File: config.mk
export PLATFORM = sky130hd
export DESIGN_NAME = iib_top
export DESIGN_NICKNAME = d
export VERILOG_FILES = /design/src/logic/iib_pkg.sv /design/src/logic/iib_top.sv
export VERILOG_INCLUDE_DIRS = /design/src /design/src/logic
export SDC_FILE = /design/constraint.sdc
export NUM_CORES = 1
export LEC_CHECK = 0
export ABC_AREA = 0
export BUFFER_PORTS_ARGS = -buffer_cell sky130_fd_sc_hd__buf_2
export CELL_PAD_IN_SITES_DETAIL_PLACEMENT = 0
export CELL_PAD_IN_SITES_GLOBAL_PLACEMENT = 1
export CORE_ASPECT_RATIO = 1.25
export CORE_MARGIN = 10
export CORE_UTILIZATION = 48
export DETAILED_ROUTE_END_ITERATION = 10
export HOLD_SLACK_MARGIN = 0.15
export PLACE_DENSITY_LB_ADDON = 0.1
export SYNTH_ARGS = -nofsm -noshare
export SYNTH_HDL_FRONTEND = slang
export SYNTH_SLANG_ARGS = --single-unit
File: constraint.sdc
create_clock -name sys_clk -period 10.5 [get_ports sys_clk]
set_clock_uncertainty 0.15 [all_clocks]
set_input_delay 3.15 -clock sys_clk [delete_from_list [all_inputs] [get_ports sys_clk]]
set_output_delay 3.15 -clock sys_clk [all_outputs]
set_load 0.1 [all_outputs]
File: src/logic/iib_cfg.svh
`ifndef IIB_CFG_SVH
`define IIB_CFG_SVH

// register addresses
`define IIB_ADDR_CTRL      12'hff0
`define IIB_ADDR_DYN       12'hff1
`define IIB_ADDR_STAT      12'hff2
`define IIB_ADDR_MPX       12'hffb
`define IIB_ADDR_LVL       12'hffc

// reset values and write masks
`define IIB_CTRL_RESET     16'h0003
`define IIB_DYN_RESET      16'h1060
`define IIB_MPX_RESET      16'h0293
`define IIB_LVL_RESET      16'h0046
`define IIB_MPX_MASK       16'h0fff
`define IIB_LVL_MASK       16'h80ff
`define IIB_CTRL_MASK      16'h000f

// control word fields
`define IIB_CTRL_MPX_EN    0
`define IIB_CTRL_LVL_EN    1
`define IIB_CTRL_OBSERVE   2
`define IIB_CTRL_AM_MODE   3

// multiplex detector word fields
`define IIB_MPX_THR_LSB    0
`define IIB_MPX_FF_LSB     3
`define IIB_MPX_STR_LSB    6
`define IIB_MPX_DLY_LSB    9
`define IIB_MPX_AGC        11

// level detector word fields
`define IIB_LVL_THR_LSB    0
`define IIB_LVL_FF_LSB     4
`define IIB_LVL_STR_LSB    6
`define IIB_LVL_DYN_EN     15

// dynamic stage thresholds
`define IIB_DYN_THR1_LSB   0
`define IIB_DYN_THR2_LSB   8

// samples the mono level must stay above the first threshold
`define IIB_DYN_HOLD       8'd16

`endif

File: src/logic/iib_pkg.sv
package iib_pkg;

	typedef enum logic [1:0] {
		IIB_FF_DEFAULT = 2'b00,
		IIB_FF_ADVANCE = 2'b01,
		IIB_FF_DELAY1  = 2'b10,
		IIB_FF_DELAY2  = 2'b11
	} iib_lvl_ff_t;

	typedef enum logic [1:0] {
		IIB_DYN_IDLE     = 2'b00,
		IIB_DYN_WATCH    = 2'b01,
		IIB_DYN_SUPPRESS = 2'b10
	} iib_dyn_state_t;

endpackage

File: src/logic/iib_top.sv
// Strobed register access and the register addresses were chosen for this implementation.
`timescale 1ns/1ps
`include "iib_cfg.svh"

module iib_top (
	// clock and reset
	input  wire logic               sys_clk,
	input  wire logic               rst,
	// register port
	input  wire logic [11:0]        addr,
	input  wire logic [15:0]        wdata,
	input  wire logic               wr,
	input  wire logic               rd,
	output logic      [15:0]        rdata,
	// sample stream in, one strobe per 304 kHz sample
	input  wire logic               sample_en,
	input  wire logic signed [15:0] first_decimation_filter_out,
	input  wire logic        [7:0]  level_in,
	// muted stream out
	output logic signed [15:0]      mpx_out,
	output logic                    mpx_out_valid,
	output logic                    mute,
	output logic                    flag_output_pin_two
);

	function automatic logic [16:0] iib_mag(input logic signed [16:0] v);
		iib_mag = v[16] ? 17'(-v) : 17'(v);
	endfunction

	logic [15:0] ctrl_reg;
	logic [15:0] dyn_reg;
	logic [15:0] mpx_cfg;
	logic [15:0] lvl_cfg;

	// register writes
	always_ff @(posedge sys_clk) begin
		if (rst) begin
			ctrl_reg <= `IIB_CTRL_RESET;
			dyn_reg  <= `IIB_DYN_RESET;
			mpx_cfg  <= `IIB_MPX_RESET;
			lvl_cfg  <= `IIB_LVL_RESET;
		end else if (wr) begin
			case (addr)
				`IIB_ADDR_CTRL: ctrl_reg <= wdata & `IIB_CTRL_MASK;
				`IIB_ADDR_DYN:  dyn_reg  <= wdata;
				`IIB_ADDR_MPX:  mpx_cfg  <= wdata & `IIB_MPX_MASK;
				`IIB_ADDR_LVL:  lvl_cfg  <= wdata & `IIB_LVL_MASK;
				default: ;
			endcase
		end
	end

	logic       mpx_en;
	logic       lvl_en;
	logic       observe;
	logic       am_mode;
	logic [2:0] mpx_thr;
	logic [2:0] mpx_ff;
	logic [2:0] mpx_stretch;
	logic [1:0] mpx_dly_sel;
	logic       agc_shift;
	logic [3:0] lvl_thr;
	logic [1:0] lvl_ff;
	logic [1:0] lvl_stretch;
	logic       dyn_en;
	logic [7:0] dyn_thr1;
	logic [7:0] dyn_thr2;

	assign mpx_en      = ctrl_reg[`IIB_CTRL_MPX_EN];
	assign lvl_en      = ctrl_reg[`IIB_CTRL_LVL_EN];
	assign observe     = ctrl_reg[`IIB_CTRL_OBSERVE];
	assign am_mode     = ctrl_reg[`IIB_CTRL_AM_MODE];
	assign mpx_thr     = mpx_cfg[`IIB_MPX_THR_LSB +: 3];
	assign mpx_ff      = mpx_cfg[`IIB_MPX_FF_LSB +: 3];
	assign mpx_stretch = mpx_cfg[`IIB_MPX_STR_LSB +: 3];
	assign mpx_dly_sel = mpx_cfg[`IIB_MPX_DLY_LSB +: 2];
	assign agc_shift   = mpx_cfg[`IIB_MPX_AGC];
	assign lvl_thr     = lvl_cfg[`IIB_LVL_THR_LSB +: 4];
	assign lvl_ff      = lvl_cfg[`IIB_LVL_FF_LSB +: 2];
	assign lvl_stretch = lvl_cfg[`IIB_LVL_STR_LSB +: 2];
	assign dyn_en      = lvl_cfg[`IIB_LVL_DYN_EN];
	assign dyn_thr1    = dyn_reg[`IIB_DYN_THR1_LSB +: 8];
	assign dyn_thr2    = dyn_reg[`IIB_DYN_THR2_LSB +: 8];

	// multiplex detector: first difference as the high-pass branch
	logic signed [15:0] mpx_prev;
	logic        [16:0] hp_mag;
	logic        [16:0] abs_x;
	logic        [3:0]  thr_p1;
	logic        [16:0] thr_base;
	logic        [16:0] ff_term;
	logic        [17:0] mpx_limit;
	logic               mpx_trig_now;

	always_ff @(posedge sys_clk) begin
		if (rst)
			mpx_prev <= 16'sh0000;
		else if (sample_en)
			mpx_prev <= first_decimation_filter_out;
	end

	assign hp_mag = iib_mag(17'({first_decimation_filter_out[15],
		first_decimation_filter_out} - {mpx_prev[15], mpx_prev}));
	assign abs_x  = iib_mag({first_decimation_filter_out[15],
		first_decimation_filter_out});
	assign thr_p1 = {1'b0, mpx_thr} + 4'h1;
	// the higher set point doubles every threshold step
	assign thr_base = agc_shift ? {4'h0, thr_p1, 9'h000}
		: {5'h00, thr_p1, 8'h00};
	assign ff_term = (mpx_ff == 3'h0) ? 17'h00000
		: abs_x >> (4'h8 - {1'b0, mpx_ff});
	assign mpx_limit = {1'b0, thr_base} + {1'b0, ff_term};
	assign mpx_trig_now = ({1'b0, hp_mag} > mpx_limit);

	// multiplex stretch
	logic [2:0] mpx_str_cnt;
	logic       mpx_pulse_now;

	always_ff @(posedge sys_clk) begin
		if (rst)
			mpx_str_cnt <= 3'h0;
		else if (sample_en) begin
			if (mpx_trig_now)
				mpx_str_cnt <= mpx_stretch;
			else if (mpx_str_cnt != 3'h0)
				mpx_str_cnt <= mpx_str_cnt - 3'h1;
		end
	end

	assign mpx_pulse_now = mpx_trig_now | (mpx_str_cnt != 3'h0);

	// multiplex delay line, taps give two to five samples
	logic signed [15:0] mpx_dly [0:4];
	logic signed [15:0] mpx_tap;

	always_ff @(posedge sys_clk) begin
		if (rst)
			mpx_dly[0] <= 16'sh0000;
		else if (sample_en)
			mpx_dly[0] <= first_decimation_filter_out;
	end

	genvar gi;
	generate
		for (gi = 1; gi < 5; gi++) begin : g_dly
			always_ff @(posedge sys_clk) begin
				if (rst)
					mpx_dly[gi] <= 16'sh0000;
				else if (sample_en)
					mpx_dly[gi] <= mpx_dly[gi-1];
			end
		end
	endgenerate

	assign mpx_tap = mpx_dly[3'({1'b0, mpx_dly_sel} + 3'h1)];

	// level detector on rising steps of the level converter output
	logic [7:0] lvl_prev;
	logic [7:0] lvl_rise;
	logic       lvl_trig_now;

	always_ff @(posedge sys_clk) begin
		if (rst)
			lvl_prev <= 8'h00;
		else if (sample_en)
			lvl_prev <= level_in;
	end

	assign lvl_rise = (level_in > lvl_prev) ? 8'(level_in - lvl_prev)
		: 8'h00;
	// AM mode leaves the level pin unused
	assign lvl_trig_now = (lvl_thr != 4'h0) & ~am_mode
		& (lvl_rise > {2'b00, lvl_thr, 2'b00});

	// level alignment; the default tap follows the multiplex delay so the
	// level pulse reaches the switch together with the disturbance
	logic [6:0] lvl_tr;
	logic [2:0] dly_base;
	logic [2:0] lvl_tap;
	logic       lvl_aligned;

	always_ff @(posedge sys_clk) begin
		if (rst)
			lvl_tr <= 7'h00;
		else if (sample_en)
			lvl_tr <= {lvl_tr[5:0], lvl_trig_now};
	end

	assign dly_base = {1'b0, mpx_dly_sel};

	always_comb begin
		case (iib_pkg::iib_lvl_ff_t'(lvl_ff))
			iib_pkg::IIB_FF_ADVANCE: lvl_tap = dly_base;
			iib_pkg::IIB_FF_DELAY1:  lvl_tap = dly_base + 3'h2;
			iib_pkg::IIB_FF_DELAY2:  lvl_tap = dly_base + 3'h3;
			default:                 lvl_tap = dly_base + 3'h1;
		endcase
	end

	assign lvl_aligned = lvl_tr[lvl_tap];

	logic [1:0] lvl_str_cnt;
	logic       lvl_pulse_now;

	always_ff @(posedge sys_clk) begin
		if (rst)
			lvl_str_cnt <= 2'h0;
		else if (sample_en) begin
			if (lvl_aligned)
				lvl_str_cnt <= lvl_stretch;
			else if (lvl_str_cnt != 2'h0)
				lvl_str_cnt <= lvl_str_cnt - 2'h1;
		end
	end

	assign lvl_pulse_now = lvl_aligned | (lvl_str_cnt != 2'h0);

	// dynamic stage: one-pole low-pass, coefficient 1/4 gives ~15 kHz
	logic signed [15:0] mono;
	logic signed [16:0] mono_diff;
	logic        [16:0] mono_mag;
	logic        [7:0]  mono_lvl;
	logic               over1;
	logic               over2;
	logic        [7:0]  dyn_cnt;
	iib_pkg::iib_dyn_state_t dyn_state;
	logic               dyn_active;

	assign mono_diff = 17'({first_decimation_filter_out[15],
		first_decimation_filter_out} - {mono[15], mono});

	always_ff @(posedge sys_clk) begin
		if (rst)
			mono <= 16'sh0000;
		else if (sample_en)
			mono <= 16'(mono + (mono_diff >>> 2));
	end

	assign mono_mag = iib_mag({mono[15], mono});
	assign mono_lvl = mono_mag[16] ? 8'hff : mono_mag[15:8];
	assign over1    = mono_lvl > dyn_thr1;
	assign over2    = {1'b0, mono_lvl} > ({1'b0, dyn_thr1} + {1'b0, dyn_thr2});

	always_ff @(posedge sys_clk) begin
		if (rst) begin
			dyn_state <= iib_pkg::IIB_DYN_IDLE;
			dyn_cnt   <= 8'h00;
		end else if (sample_en) begin
			case (dyn_state)
				iib_pkg::IIB_DYN_IDLE: begin
					dyn_cnt <= 8'h00;
					if (dyn_en && over1)
						dyn_state <= iib_pkg::IIB_DYN_WATCH;
				end
				iib_pkg::IIB_DYN_WATCH: begin
					if (!dyn_en || !over1)
						dyn_state <= iib_pkg::IIB_DYN_IDLE;
					else if (dyn_cnt >= `IIB_DYN_HOLD - 8'h01) begin
						if (over2)
							dyn_state <= iib_pkg::IIB_DYN_SUPPRESS;
					end else
						dyn_cnt <= dyn_cnt + 8'h01;
				end
				iib_pkg::IIB_DYN_SUPPRESS: begin
					if (!dyn_en || !over2)
						dyn_state <= iib_pkg::IIB_DYN_IDLE;
				end
				default: dyn_state <= iib_pkg::IIB_DYN_IDLE;
			endcase
		end
	end

	assign dyn_active = (dyn_state == iib_pkg::IIB_DYN_SUPPRESS);

	// mute switch; either detector alone is enough
	logic next_mute;

	assign next_mute = ~dyn_active & ~am_mode
		& ((mpx_en & mpx_pulse_now) | (lvl_en & lvl_pulse_now));

	always_ff @(posedge sys_clk) begin
		if (rst) begin
			mute          <= 1'b0;
			mpx_out       <= 16'sh0000;
			mpx_out_valid <= 1'b0;
		end else begin
			mpx_out_valid <= sample_en;
			if (sample_en) begin
				mute    <= next_mute;
				mpx_out <= next_mute ? 16'sh0000 : mpx_tap;
			end
		end
	end

	// raw trigger is shown unstretched so settings can be judged directly
	always_ff @(posedge sys_clk) begin
		if (rst)
			flag_output_pin_two <= 1'b0;
		else
			flag_output_pin_two <= observe
				& ((mpx_en & mpx_trig_now) | (lvl_en & lvl_trig_now));
	end

	// register reads, unmapped addresses read zero
	always_ff @(posedge sys_clk) begin
		if (rst)
			rdata <= 16'h0000;
		else if (rd) begin
			case (addr)
				`IIB_ADDR_CTRL: rdata <= ctrl_reg;
				`IIB_ADDR_DYN:  rdata <= dyn_reg;
				`IIB_ADDR_MPX:  rdata <= mpx_cfg;
				`IIB_ADDR_LVL:  rdata <= lvl_cfg;
				`IIB_ADDR_STAT: rdata <= {12'h000, mute, dyn_active,
					lvl_pulse_now, mpx_pulse_now};
				default:        rdata <= 16'h0000;
			endcase
		end
	end
endmodule

==> flow_summary.yaml <==
status:
  outcome: "completed"
cells_and_area:
  fin_util_pct: 54.08
  layout_commonest_cell: "nor2_1"
  drive_gt1_share_pct: 11.73
  design.final.nets: 1821
  largest_register: "mpx_dly"
  antenna_cells: 0
  syn2layout_area_growth_pct: 10.93
  final_cell_area_mm2: 0.01587
  layout_common_cells: "nor2_1 (165), nand2_1 (140), dfxtp_1 (138), ha_1 (115), a21oi_1 (98)"
  largest_reg_flops: 80
placement:
  post_dp_cell_area_mm2: 0.01501
  gp_congestion: 0.8880
  dp_hpwl_um: 28690
  portBuffers: 91
drt:
  drc: 0
  routedWlPerCell_um: 18.64
  via_per_inst: 5.679
  vias: 11690
  initialDrtViolationCount: 701
  dr.pass1.iters: 5
  routed_wl_um: 38370
  ant_nets: 0
worst_setup_path:
  end_kind: "flop"
  r2r_cells: 25
  start_kind: "input port"
  arrival_ns: 9.03
  worstPathRequired_ns: 10.75
  rr_startpoint: "mpx_cfg[3]"
  cp_max_fo: 16
  max_stage_delay_ns: 0.78
  r2r_end: "mpx_out[5]"
  cpMaxStageDelayCell: "o31ai_2"
  path_buf_inv: 2
  cp_top_family: "compound AO/OA/AOI/OAI gates"
  worstSetupPathType: "in -> reg"
  r2r_setup_slack_ns: 3.85
logic_synthesis:
  synth_area_leaders: "dfxtp_1 (19%), edfxtp_1 (17%), ha_1 (10%)"
  yosysWarnings: 0
  synth-seq-cells: 218
  synth_nets: 1768
  synth_top_area_share_pct: 19.31
  synth_flop_cell: "dfxtp_1"
  ys_types: 83
  syn_avg_cell_area_um2: 8.990
  seq_area_frac_synth_pct: 36.11
  synth_edf_count: 80
  netlist_area_mm2: 0.01430
  synthCells: 1591
  synth.largest_area_cell: "dfxtp_1"
  synthArstFlopShare_pct: 0
global_routing:
  first_global_vias: 11480
  grt_overflow: 0
  grt_first_pass_wirelength_um: 61340
  antenna_found_initial: 0
  track_usage_pct: 20.15
  grt_max_degree: 90
sta:
  slew_violations: 0
  worst_pin_slew_ns: 1.133
  setup_viol: 0
  hold_viol: 0
  relSlewSlack_pct: 24.49
  period_minus_slack_ns: 8.778
  whs_ns: 0.2929
  tns_ns: 0
  fmax_mhz: 113.9
  grt_setup_unrepaired: "false"
  post-route-period-util_pct: 83.60
pwr:
  irDropWorstVdd_v: 0.0001665
  p_per_area_mw_per_mm2: 196.1
  leakagePower_nw: 7.001
worst_hold_path:
  hold_class: "reg -> reg"
  min_from: "mpx_out[12]"
  hold-path-endpoint: "mpx_out[12]"
  whs_path_depth: 2
clock_tree:
  cts-hold-fix-buffers: 0
  clk_latency_ns: 0.54
  cts_tree: "built"
  cts.sinks: 218
  clk_pin_slew_worst_paths_ns: 0.06
  ctsRootBufferMaster: "clkbuf_16"
  clockBufferDepth: 3
  cts_resized: 0
  post_cts_buffers: 0
  htree_levels: 1
  numCtsBuffers: 25
floorplanning:
  core_area_mm2: 0.02934
  floorplan.initialDensity_pct: 48.75
  ioPinCount: 92
  die_w_um: 174.4
  fp.dieH_um: 213
  dieArea_mm2: 0.03715
  num_rows: 70
flow_run:
  cap_viol_max_count: 0
## worst max-delay path by stage
stage | slack [ns] | startpoint | cells past startpoint | end
final | 1.72 | first_decimation_filter_out[2] | 27 | mpx_out[5]
after global routing | 1.09 | first_decimation_filter_out[2] | 27 | mpx_out[9]
after CTS | 1.69 | first_decimation_filter_out[2] | 27 | mpx_out[6]
after detailed placement | 1.11 | first_decimation_filter_out[2] | 27 | mpx_out[6]
after global placement | 1.22 | first_decimation_filter_out[2] | 27 | mpx_out[7]
after floorplan | 2.10 | first_decimation_filter_out[2] | 28 | mpx_out[10]
## per-stage QoR
step | std cells | power, mW | setup WS (ns)
2_1_floorplan | 1591 | 1.955 | 2.098
3_3_place_gp | 2013 | 2.206 | 1.216
3_5_place_dp | 2013 | 2.226 | 1.108
4_1_cts | 2059 | 3.138 | 1.687
5_1_grt | 2059 | 3.331 | 1.093
6_report | 2059 | 3.111 | 1.722
## worst min-delay path: cells and delay by family (launching register included)
kind	cells	cell delay (ns)
flops	1	0.31
simple gates	1	0.05
compound gates	1	0.05
## per-layer routing
layer  vias to the layer above  share of wire, %  global-route usage, %  routed length [µm]
met2                       253                48                  34.87               18400
li1                       5854                 -                      -                   -
met1                      5535                46                  25.84               17520
met4                         0               2.2                  5.580                 853
met3                        51               4.2                  2.633                1599
met5                         -                 0                      0                   0
## report_power, final
part | leakage, nW | internal (mW) | switching (mW)
clock | 0.417 | 0.532 | 0.375
sequential | 2.00 | 0.945 | 0.0623
combinational | 4.58 | 0.508 | 0.690
## kinds of logic after synthesis
| group | Yosys count | synth area share, % |
|---|---|---|
| AOI/OAI and AO/OA | 340 | 15.61 |
| xor gates and xnor gates | 88 | 5.388 |
| other | 1 | 0.02622 |
| buffers and inverters | 171 | 4.811 |
| DFF | 218 | 36.11 |
| adders and majority gates | 120 | 10.76 |
| and+or+nand+nor | 559 | 19.16 |
| muxes | 94 | 8.144 |
## Yosys cell counts, types with 5 or more instances
master    count
a211o_1       5
a211oi_1     11
a21o_1       35
a21oi_1      98
a221oi_1      7
a222oi_1      6
a22oi_1      11
a31oi_1       9
and2_1        6
and3_1       92
clkbuf_1     62
dfxtp_1     138
edfxtp_1     80
fa_1          5
ha_1        115
inv_1        95
mux2_2        9
mux2i_1      68
mux4_2       17
nand2_1     140
nand2b_1     12
nand3_1      32
nand3b_1      5
nand4_1      12
nor2_1      166
nor2b_1      22
nor3_1       26
nor4_1       11
o211ai_1     11
o21a_1       20
o21ai_0      61
o21bai_1      8
o22ai_1       9
o31ai_1       5
or3_1         8
xnor2_1      56
xor2_1       32
## area by class of cell
| type | count | area, µm² |
|---|---|---|
| Multi-Input combinational cell | 1202 | 8459 |
| Clock buffer | 30 | 664.4 |
| Sequential cell | 218 | 5165 |
| Tap cell | 396 | 495.5 |
| Inverter | 96 | 361.6 |
| Clock inverter | 16 | 188.9 |
| Timing Repair Buffer | 101 | 533.0 |
| Fill cell | 2767 | 13470 |
No activity file was read; power rests on OpenSTA's default activity.
